--- src/fiber_regs_defines.svh ---
// constants for the fiber event and pattern test register block
// assumes word-indexed registers, byte address is four times the index
`ifndef FIBER_REGS_DEFINES_SVH
`define FIBER_REGS_DEFINES_SVH

// register indices
`define IDX_ENABLE   6'h12
`define IDX_FLAGS    6'h13
`define IDX_TEST     6'h17
`define IDX_CNT_LO   6'h18
`define IDX_CNT_HI   6'h19
`define IDX_CTRL2    6'h1A
`define IDX_SOFT     6'h1F

// event flag positions
`define FLAG_SPEED   14
`define FLAG_DUPLEX  13
`define FLAG_PAGE    12
`define FLAG_AN      11
`define FLAG_LINK    10
`define FLAG_SYMBOL  9
`define FLAG_FALSE   8
`define FLAG_FIFO    7
`define FLAG_FAULT   5
`define FLAG_ENERGY  4
`define FLAG_MASK    16'h7FB0

// pattern test control fields
`define T_CHK_INV    7
`define T_GEN_INV    6
`define T_LOCK       5
`define T_CLR        4
`define T_PAT_HI     3
`define T_PAT_LO     2
`define T_CHK_EN     1
`define T_GEN_EN     0
`define TEST_MASK    16'hFFFF

// fiber control two fields
`define C2_FORCE     15
`define C2_NOISE     14
`define C2_FAR_FAULT 9
`define CTRL2_MASK   16'hFF80

// soft reset command bit
`define SOFT_GO      0

// pattern taps, as distance back minus one
`define TAP7_A       6
`define TAP7_B       5
`define TAP23_A      22
`define TAP23_B      17
`define TAP31_A      30
`define TAP31_B      27

// misc values
`define LOCK_RUN     6'h20
`define LFSR_SEED    31'h7FFFFFFF
`define RESP_OKAY    2'h0
`define RESP_SLVERR  2'h2
`define REG_ZERO     16'h0000

`endif

--- src/fiber_regs_pkg.sv ---
// types for the fiber event and pattern test register block
// assumes the defines header supplies all numeric constants
package fiber_regs_pkg;

  typedef enum logic [1:0] {
    WR_IDLE     = 2'b00,
    WR_GOT_ADDR = 2'b01,
    WR_GOT_DATA = 2'b10,
    WR_RESP     = 2'b11
  } wr_state_t;

  typedef enum logic [1:0] {
    PAT_PRBS7  = 2'b00,
    PAT_PRBS23 = 2'b01,
    PAT_PRBS31 = 2'b10,
    PAT_ALT    = 2'b11
  } pattern_t;

  typedef struct packed {
    wr_state_t   wr;
    logic [5:0]  wr_index;
    logic [15:0] wr_data;
    logic [1:0]  wr_strb;
    logic [1:0]  bresp;
    logic        rvalid;
    logic [15:0] rdata;
    logic [1:0]  rresp;
    logic [15:0] flags;
    logic [15:0] enable;
    logic [15:0] test_ctrl;
    logic [15:0] ctrl_two;
    logic [31:0] err_count;
    logic [15:0] high_snap;
    logic [1:0]  prev_speed;
    logic        prev_duplex;
    logic        prev_link;
    logic [1:0]  prev_fault;
    logic        prev_energy;
    logic        primed;
    logic [30:0] gen_lfsr;
    logic        gen_bit;
    logic [30:0] chk_hist;
    logic [5:0]  good_run;
    logic        locked;
    logic        irq_n;
  } state_t;

endpackage

--- src/fiber_irq_status_prbs_regs.sv ---
// fiber event flags, interrupt enables and pattern test registers
// assumes event inputs come from logic on core_clk, one bit per clock
// How it works
// RULE1: speed change sets flag bit 14
// RULE2: duplex change sets flag bit 13
// RULE3: received page sets flag bit 12
// RULE4: negotiation done sets flag bit 11
// RULE5: link up or down sets bit 10
// RULE6: symbol error bit 9, false carrier 8
// RULE7: elastic fifo over or underflow sets 7
// RULE8: remote fault code change sets bit 5
// RULE9: energy detect change sets bit 4
// RULE10: flags hold until read, live events persist; here a soft reset also clears them
// RULE11: per-bit enables gate flags onto interrupt
// RULE12: bit 7 inverts checker, 6 generator
// RULE13: lock bit delays counting until checker locks
// RULE14: count cleared only by clear bit
// RULE15: clear bit returns to zero itself
// RULE16: bits 3:2 pick prbs7/23/31 or alternating
// RULE17: checker and generator enables, soft reset clears
// RULE18: low half read captures upper half
// RULE19: software reads low half before high
// RULE20: force bit asserts interrupt output regardless
//
// Local design decision: the AXI4-Lite interface to the registers.
`timescale 1ns/1ps
`include "fiber_regs_defines.svh"

module fiber_irq_status_prbs_regs
  import fiber_regs_pkg::*;
(
  input  wire logic        core_clk,
  input  wire logic        sys_rst,
  input  wire logic [7:0]  s_axi_awaddr,
  input  wire logic        s_axi_awvalid,
  output logic             s_axi_awready,
  input  wire logic [31:0] s_axi_wdata,
  input  wire logic [3:0]  s_axi_wstrb,
  input  wire logic        s_axi_wvalid,
  output logic             s_axi_wready,
  output logic [1:0]       s_axi_bresp,
  output logic             s_axi_bvalid,
  input  wire logic        s_axi_bready,
  input  wire logic [7:0]  s_axi_araddr,
  input  wire logic        s_axi_arvalid,
  output logic             s_axi_arready,
  output logic [31:0]      s_axi_rdata,
  output logic [1:0]       s_axi_rresp,
  output logic             s_axi_rvalid,
  input  wire logic        s_axi_rready,
  input  wire logic [1:0]  speed_code,
  input  wire logic        duplex_full,
  input  wire logic        page_received,
  input  wire logic        an_complete,
  input  wire logic        link_up,
  input  wire logic        symbol_error,
  input  wire logic        false_carrier,
  input  wire logic        elastic_fifo_error,
  input  wire logic [1:0]  remote_fault,
  input  wire logic        energy_present,
  input  wire logic        prbs_rx_bit,
  output logic             prbs_tx_bit,
  output logic             noise_filter_en,
  output logic             far_end_fault_indication_en,
  output logic             interrupt_out_n
);

  state_t      st;
  state_t      next_st;
  logic        aw_fire;
  logic        w_fire;
  logic        rd_fire;
  logic        wr_go;
  logic        wr_hit;
  logic        rd_hit;
  logic        soft_go;
  logic        flag_read;
  logic        chk_en;
  logic        gen_en;
  logic        rx_bit;
  logic        pred_rx;
  logic        pred_tx;
  logic        chk_err;
  logic        cnt_run;
  logic [5:0]  wr_idx;
  logic [5:0]  rd_idx;
  logic [15:0] wr_val;
  logic [1:0]  wr_be;
  logic [15:0] rd_val;
  logic [15:0] ev;
  pattern_t    mode;

  // next bit of the selected pattern from its own history
  function automatic logic pattern_next(input pattern_t pm,
                                        input logic [30:0] h);
    case (pm)
      PAT_PRBS7:  pattern_next = h[`TAP7_A] ^ h[`TAP7_B];
      PAT_PRBS23: pattern_next = h[`TAP23_A] ^ h[`TAP23_B];
      PAT_PRBS31: pattern_next = h[`TAP31_A] ^ h[`TAP31_B];
      default:    pattern_next = ~h[0];
    endcase
  endfunction

  // byte-lane merge of a write into a 16-bit register
  function automatic logic [15:0] merge(input logic [15:0] old,
                                        input logic [15:0] nw,
                                        input logic [1:0]  be,
                                        input logic [15:0] mask);
    logic [15:0] m;
    m = {{8{be[1]}}, {8{be[0]}}} & mask;
    merge = (old & ~m) | (nw & m);
  endfunction

  // bus handshakes, combinational from state
  assign s_axi_awready = (st.wr == WR_IDLE) || (st.wr == WR_GOT_DATA);
  assign s_axi_wready  = (st.wr == WR_IDLE) || (st.wr == WR_GOT_ADDR);
  assign s_axi_arready = !st.rvalid;
  assign aw_fire       = s_axi_awvalid && s_axi_awready;
  assign w_fire        = s_axi_wvalid && s_axi_wready;
  assign rd_fire       = s_axi_arvalid && s_axi_arready;
  assign rd_idx        = s_axi_araddr[7:2];

  // outputs straight from registers
  assign s_axi_bvalid  = (st.wr == WR_RESP);
  assign s_axi_bresp   = st.bresp;
  assign s_axi_rvalid  = st.rvalid;
  assign s_axi_rdata   = {`REG_ZERO, st.rdata};
  assign s_axi_rresp   = st.rresp;
  assign prbs_tx_bit   = st.gen_bit;
  assign noise_filter_en             = st.ctrl_two[`C2_NOISE];
  assign far_end_fault_indication_en = st.ctrl_two[`C2_FAR_FAULT];
  assign interrupt_out_n             = st.irq_n;

  // all next-state logic
  always_comb begin
    next_st = st;
    soft_go = 1'b0;
    wr_hit  = 1'b1;
    rd_hit  = 1'b1;
    rd_val  = `REG_ZERO;

    // write channel: address and data in either order
    wr_idx = (st.wr == WR_GOT_ADDR) ? st.wr_index : s_axi_awaddr[7:2];
    wr_val = (st.wr == WR_GOT_DATA) ? st.wr_data : s_axi_wdata[15:0];
    wr_be  = (st.wr == WR_GOT_DATA) ? st.wr_strb : s_axi_wstrb[1:0];
    wr_go  = (aw_fire || st.wr == WR_GOT_ADDR)
          && (w_fire || st.wr == WR_GOT_DATA);
    case (st.wr)
      WR_IDLE: begin
        if (wr_go) begin
          next_st.wr = WR_RESP;
        end else if (aw_fire) begin
          next_st.wr       = WR_GOT_ADDR;
          next_st.wr_index = s_axi_awaddr[7:2];
        end else if (w_fire) begin
          next_st.wr      = WR_GOT_DATA;
          next_st.wr_data = s_axi_wdata[15:0];
          next_st.wr_strb = s_axi_wstrb[1:0];
        end
      end
      WR_GOT_ADDR, WR_GOT_DATA: begin
        if (wr_go) begin
          next_st.wr = WR_RESP;
        end
      end
      WR_RESP: begin
        if (s_axi_bready) begin
          next_st.wr = WR_IDLE;
        end
      end
      default: next_st.wr = WR_IDLE;
    endcase

    // clear bit acts for one cycle then drops
    next_st.test_ctrl[`T_CLR] = 1'b0; // RULE15

    // register writes
    if (wr_go) begin
      case (wr_idx)
        `IDX_ENABLE: next_st.enable =
          merge(st.enable, wr_val, wr_be, `FLAG_MASK); // RULE11
        `IDX_FLAGS, `IDX_CNT_LO, `IDX_CNT_HI: wr_hit = 1'b1;
        `IDX_TEST: next_st.test_ctrl =
          merge(next_st.test_ctrl, wr_val, wr_be, `TEST_MASK);
        `IDX_CTRL2: next_st.ctrl_two =
          merge(st.ctrl_two, wr_val, wr_be, `CTRL2_MASK);
        `IDX_SOFT: soft_go = wr_val[`SOFT_GO] && wr_be[0];
        default: wr_hit = 1'b0;
      endcase
      next_st.bresp = wr_hit ? `RESP_OKAY : `RESP_SLVERR;
    end

    // soft reset drops both enables, the clear bit and one enable
    if (soft_go) begin
      next_st.test_ctrl[`T_CHK_EN] = 1'b0; // RULE17
      next_st.test_ctrl[`T_GEN_EN] = 1'b0; // RULE17
      next_st.test_ctrl[`T_CLR]    = 1'b0;
      next_st.enable[`FLAG_FAULT]  = 1'b0;
    end

    // read channel, answer one cycle after the address is taken
    if (st.rvalid && s_axi_rready) begin
      next_st.rvalid = 1'b0;
    end
    case (rd_idx)
      `IDX_ENABLE: rd_val = st.enable;
      `IDX_FLAGS:  rd_val = st.flags;
      `IDX_TEST:   rd_val = st.test_ctrl;
      `IDX_CNT_LO: rd_val = st.err_count[15:0];
      `IDX_CNT_HI: rd_val = st.high_snap;
      `IDX_CTRL2:  rd_val = st.ctrl_two;
      `IDX_SOFT:   rd_val = `REG_ZERO;
      default:     rd_hit = 1'b0;
    endcase
    if (rd_fire) begin
      next_st.rvalid = 1'b1;
      next_st.rdata  = rd_val;
      next_st.rresp  = rd_hit ? `RESP_OKAY : `RESP_SLVERR;
    end
    flag_read = rd_fire && (rd_idx == `IDX_FLAGS);

    // low half read freezes the upper half for the next read
    if (rd_fire && rd_idx == `IDX_CNT_LO) begin
      next_st.high_snap = st.err_count[31:16]; // RULE18
    end

    // change detection; first cycle after reset only primes
    ev = `REG_ZERO;
    if (st.primed) begin
      ev[`FLAG_SPEED]  = speed_code != st.prev_speed; // RULE1
      ev[`FLAG_DUPLEX] = duplex_full != st.prev_duplex; // RULE2
      ev[`FLAG_LINK]   = link_up != st.prev_link; // RULE5
      ev[`FLAG_FAULT]  = remote_fault != st.prev_fault; // RULE8
      ev[`FLAG_ENERGY] = energy_present != st.prev_energy; // RULE9
    end
    ev[`FLAG_PAGE]   = page_received; // RULE3
    ev[`FLAG_AN]     = an_complete; // RULE4
    ev[`FLAG_SYMBOL] = symbol_error; // RULE6
    ev[`FLAG_FALSE]  = false_carrier; // RULE6
    ev[`FLAG_FIFO]   = elastic_fifo_error; // RULE7
    next_st.primed      = 1'b1;
    next_st.prev_speed  = speed_code;
    next_st.prev_duplex = duplex_full;
    next_st.prev_link   = link_up;
    next_st.prev_fault  = remote_fault;
    next_st.prev_energy = energy_present;

    // sticky flags: a read clears, a live event wins over the clear
    next_st.flags = (((flag_read || soft_go) ? `REG_ZERO : st.flags)
                  | ev) & `FLAG_MASK; // RULE10

    // interrupt: forced, or any enabled flag
    next_st.irq_n = !(st.ctrl_two[`C2_FORCE] // RULE20
                   || |(st.flags & st.enable)); // RULE11

    // pattern generator
    mode    = pattern_t'(st.test_ctrl[`T_PAT_HI:`T_PAT_LO]); // RULE16
    gen_en  = st.test_ctrl[`T_GEN_EN];
    pred_tx = pattern_next(mode, st.gen_lfsr);
    if (gen_en) begin
      next_st.gen_lfsr = {st.gen_lfsr[29:0], pred_tx};
    end
    next_st.gen_bit = gen_en && (pred_tx ^ st.test_ctrl[`T_GEN_INV]); // RULE12

    // pattern checker, self-synchronising on received history
    chk_en  = st.test_ctrl[`T_CHK_EN];
    rx_bit  = prbs_rx_bit ^ st.test_ctrl[`T_CHK_INV]; // RULE12
    pred_rx = pattern_next(mode, st.chk_hist);
    chk_err = chk_en && (rx_bit != pred_rx);
    next_st.chk_hist = {st.chk_hist[29:0], rx_bit};
    if (!chk_en) begin
      next_st.good_run = 6'h00;
      next_st.locked   = 1'b0;
    end else if (chk_err) begin
      next_st.good_run = 6'h00;
    end else if (st.good_run == `LOCK_RUN) begin
      next_st.locked = 1'b1;
    end else begin
      next_st.good_run = st.good_run + 6'h01;
    end

    // error counter, gated by lock when asked
    cnt_run = !st.test_ctrl[`T_LOCK] || st.locked; // RULE13
    if (st.test_ctrl[`T_CLR]) begin
      next_st.err_count = 32'h00000000; // RULE14
      next_st.high_snap = `REG_ZERO; // RULE14
    end else if (chk_err && cnt_run) begin
      next_st.err_count = st.err_count + 32'h00000001;
    end
  end

  // the one state register
  always_ff @(posedge core_clk or posedge sys_rst) begin
    if (sys_rst) begin
      st          <= '0;
      st.irq_n    <= 1'b1;
      st.gen_lfsr <= `LFSR_SEED;
    end else begin
      st <= next_st;
    end
  end
endmodule // fiber_irq_status_prbs_regs

--- config.mk ---
export PLATFORM = sky130hd
export DESIGN_NAME = fiber_irq_status_prbs_regs
export DESIGN_NICKNAME = d
export VERILOG_FILES = /design/src/fiber_regs_pkg.sv /design/src/fiber_irq_status_prbs_regs.sv
export VERILOG_INCLUDE_DIRS = /design/src /design/src/src
export SDC_FILE = /design/constraint.sdc
export NUM_CORES = 1
export LEC_CHECK = 0
export BUFFER_PORTS_ARGS = -buffer_cell sky130_fd_sc_hd__buf_2
export CAP_MARGIN = 10
export CORE_MARGIN = 2
export CORE_UTILIZATION = 50
export CTS_BUF_LIST = sky130_fd_sc_hd__clkbuf_2
export DETAILED_ROUTE_END_ITERATION = 12
export PLACE_DENSITY_LB_ADDON = 0.2
export SETUP_SLACK_MARGIN = 0.4
export SLEW_MARGIN = 20
export SYNTH_ARGS = -nofsm -noshare
export SYNTH_HDL_FRONTEND = slang
export SYNTH_SLANG_ARGS = --single-unit
--- constraint.sdc ---
create_clock -name core_clk -period 13.1 [get_ports core_clk]
set_clock_uncertainty 0.2 [all_clocks]
set_input_delay 1.965 -clock core_clk [delete_from_list [all_inputs] [get_ports core_clk]]
set_output_delay 1.965 -clock core_clk [all_outputs]
set_load 0.005 [all_outputs]
**After elaboration in Yosys (flattened, before gate mapping)**

Cells that the tools add are included.

- Equal/unequal tests: 32
- Bitwise gates (word level): 26
- Mux-type cells: 41
- Reduce and logical (&&, ||, !) cells: 42
- Add/subtract/negate cells: 2

Operators by type and width:

| cell | number |
|---|---|
| $pmux 16 s6 | 1 |
| $eq 6x5->1 const B | 14 |
| $and 16x16->16 | 5 |
| $mux 16 | 5 |
| $mux 32 | 2 |
| $or 16x16->16 | 3 |
| $mux 38 | 1 |
| $add 32x1->32 const B | 1 |
| $not 16->16 | 2 |
| $mux 6 | 4 |
| $mux 2 | 11 |
| $mux 19 | 1 |
| $and 15x16->16 | 1 |
| $and 16x15->16 | 1 |
| $not 15->16 | 1 |
| $reduce_or 16->1 | 1 |
| $mux 15 | 1 |
| $or 15x15->15 | 1 |
| $reduce_or 7->1 | 2 |
| $reduce_and 2->1 | 6 |
| $reduce_bool 2->1 | 6 |
| $logic_and 1x1->1 | 11 |
| $mux 1 | 11 |
| $xor 1x1->1 | 8 |
| other kinds (20) | 43 |

- Word-level logic and storage cells: 172
- Input port bits: 72
- Output and inout port bits: 45
- Register bits after elaboration: 232

**Logic depth before layout (Yosys ltp)**

- Depth after elaboration: 9
- Gate-level depth with buffers: 10
- Mapped depth without buffers: 8

**Worst setup path before layout**

Ideal clock, no wire load.

- Kind: input port to flip-flop
- Start: input s_axi_awaddr[3]
- End: register with a tool-made name
- Library setup time: 127 ps
- Cell stages on the path: 7
- Buffers on the path: 1
- Setup slack: 9315 ps
- Required time: 12773 ps
- Arrival: 3458 ps
- Cell sequence: mux2i_1 -> or3b_4 -> nor4_4 -> and2b_1 -> and2b_1 -> buf_4 -> mux2_1

RTL lines:

| item | line | RTL |
|---|---|---|
| start: declaration | fiber_irq_status_prbs_regs.sv:34 | `input wire logic [7:0] s_axi_awaddr,` |

**Final worst setup path**

- Start: register st[237] (netlist bit)
- End: output s_axi_wready

- Cells in the longest elaborated chain, start to end: 2
- Elaborated cells between the ends (all ways): 3
- Classes of those cells: eq/ne (1); reduce/logical (2)

Ends and longest elaborated chain:

| item | line | RTL |
|---|---|---|
| start: declaration | fiber_irq_status_prbs_regs.sv:68 | `state_t st;` |
| start signal: assignment | fiber_irq_status_prbs_regs.sv:299 | `st <= next_st;` |
| $eq 2x1->1 / $logic_not 2->1 (equally long branches) | fiber_irq_status_prbs_regs.sv:116 | `assign s_axi_wready = (st.wr == WR_IDLE) \|\| (st.wr == WR_GOT_ADDR);` |
| $logic_or 1x1->1 (*) | fiber_irq_status_prbs_regs.sv:116 |  |
| end: declaration | fiber_irq_status_prbs_regs.sv:40 | `output logic s_axi_wready,` |

Mark *: on every way between the ends. The rest lies on a longest branch, timed or not.

==> run summary <==
Initial DRT Pass Iterations: 6
Critical path type: flop to output port
Initial antenna violation count: 2
Synth area leaders: dfrtp_1 (48%), dfstp_2 (8.6%), mux2_2 (7.9%), buf_4 (2.9%), mux2_1 (2.8%)
Die area: 20600 sq um
Clock transition at the registers of the reported paths: 0.11 ns
Hold wc startpoint: next_st[13]$_DFF_PP0_
HP Class: flop to flop
# Post-CTS Setup Buffers: 0
Maximum clock path buffer count: 3
Setup TNS: 0 ns
Int Power: 1.08 mW
Fin nets: 975
Register area share after synthesis: 0.562
Worst-Skew Late Latency: 0.81 ns
P_sw: 0.539 mW
Final setup fails: 0
Yosys cell types: 56
Synth Flop Type: dfrtp_1
Fin Hold WS: 0.114 ns
IR drop worst, VDD: 0.0000829 V
Starting DRT DRC Count: 506
DPL Wire Length: 14200 um
Most frequent cells in the layout: dfrtp_1 (185), buf_2 (76), clkbuf_2 (73)
Fraction of layout cells with a size suffix above 1: 0.301
Worst Setup End Kind: output port
Area leader, netlist: dfrtp_1
Required @ worst endpoint: 10.93 ns
Die Height: 144 um
Max stage delay on crit path: 0.49 ns
Crit share post-route: 0.340
# clock sinks: 217
Post-synth top area share: 0.475
Slew headroom: 0.280
Clk root buf: clkbuf_2
Cts bufs inserted: 53
Port Buffers: 76
RSZ-0062 raised after global routing: false
Synth Cell Area: 9740 sq um
First-pass GRT wire length: 34100 um
YS warnings: 0
PwrDens: 153 nW/um^2
Switching Share: 0.332
Avg Inst Size Synth: 12.0 sq um
Critical path, cell by cell: inv_1, ha_1, or2_2, buf_2
DR vias: 6673
Row cnt: 51
Core ar.: 19300 sq um
Flop-to-flop setup slack: 9.53 ns
Tmin final: 4.46 ns
Total power: 1.62 mW
Worst Hold End: next_st[14]$_DFF_PP0_
Synthesized flop and latch total: 217
ANT nets after route: 0
CP Launch Type: flop
Clk pwr share: 0.258
Max Cap Viol: 0
P_leak: 4.79 nW
Layout area overhead: 9.21%
Fmax: 224 MHz
Initial Util: 0.505
Max Slew Vio Count: 0
Die W: 144 um
CTS resizes: 0
Vias in the first global route: 6737
Crit path buf inv count: 2
Logic pwr share: 0.226
Reg power frac: 0.516
Actual slew at the worst max-slew pin: 1.07 ns
Status: finished, final reports clean
Vias per cell: 5.56
Hold Path Depth: 0
Number of synthesized flops with an enable pin: 0
GRT overflow: 0
Slowest CP cell: dfrtp_1
Arr. time, crit path: 2.29 ns
CTS tree: yes
Worst Path Max Fanout: 16
Final Hold Viols: 0
# IOs: 117
GPL Wtd Cong: 0.845
Drt drc: 0
Commonest non-fill, non-tap cell in the layout: dfrtp_1
Cts hold-fix bufs: 0
R2R depth: 6
Global-route usage over all layers: 0.210
CP delay by family, top: flip-flops
Gate count of the mapped netlist: 811
Largest net degree at the start of global routing: 132
DR WL/cell: 17.4 um
Reg2reg start: next_st[15]$_DFF_PP0_
CTS H-tree depth: 2
Reg2reg end: st[124]$_DFFE_PP0P_
Final wirelength: 20900 um
Asr flop ratio synth: 1.00
[cell type report]
cell class	instances	area, sq um
fillers	1706	8640
flip-flops and latches	217	5470
multi-input cells	527	3890
repair buffers	83	437
clock buffers	73	365
well taps	265	332
clock inverters	21	81.3
inverters	13	56.3
diodes	2	5.00
[power groups by stage]
stage	Clock (mW)	Sequential, mW	Combinational [mW]
global route	0.474	0.850	0.407
global placement	0	0.843	0.353
CTS	0.438	0.837	0.369
finish	0.419	0.838	0.368
floorplan	0	0.825	0.295
detailed placement	0	0.849	0.367
[kinds of logic after synthesis]
kind of cell	after synthesis	synth area share
fa+ha+maj	8	0.0103
flops	217	0.562
mux	106	0.122
xor+xnor	39	0.0351
compound gates	143	0.103
buf+inv	84	0.0477
other cells	2	0.000771
simple gates	212	0.119
[routing by layer]
metal | vias up | part of all wire | wire length, um | track usage
met5 | - | 0 | 0 | 0
met4 | 0 | 0.032 | 672 | 0.0893
met3 | 58 | 0.063 | 1310 | 0.0477
met2 | 230 | 0.46 | 9550 | 0.327
met1 | 3304 | 0.45 | 9340 | 0.285
li1 | 3081 | - | - | -
[how the worst max path moves through the flow]
stage / startpoint / to / slack [ns] / cells past startpoint
finish: st[237]$_DFFE_PP0P_ / s_axi_wready / 8.64 / 4
global route: st[237]$_DFFE_PP0P_ / s_axi_wready / 8.42 / 4
global placement: s_axi_araddr[7] / st[87]$_DFFE_PP0P_ / 8.38 / 6
floorplan: sys_rst / async pin / 5.05 / 1
detailed placement: s_axi_araddr[7] / st[84]$_DFFE_PP0P_ / 8.26 / 6
CTS: st[237]$_DFFE_PP0P_ / s_axi_wready / 8.56 / 4
[through the flow]
step                worst slack (ns)  instance area (sq um)  utilization  std cells
detailed placement              8.26                  10200        0.528       1105
CTS                             8.56                  10600        0.551       1199
global placement                8.38                  10200        0.528       1105
floorplan                       5.05                   9800            -        828
finish                          8.64                  10600        0.552       1201
global route                    8.42                  10600        0.552       1201
[synthesized netlist by cell type (all sizes together), types with 11 or more instances]
master	count
dfstp	32
nand4	13
nand3	24
inv	13
a21oi	25
a22oi	28
clkbuf	26
a22o	21
mux2i	13
nor2	49
or3	13
and3	11
buf	45
nand2	47
nor4	13
mux2	92
o21ai	30
xnor2	16
xor2	23
dfrtp	185
No activity file was read; power rests on OpenSTA's default activity.
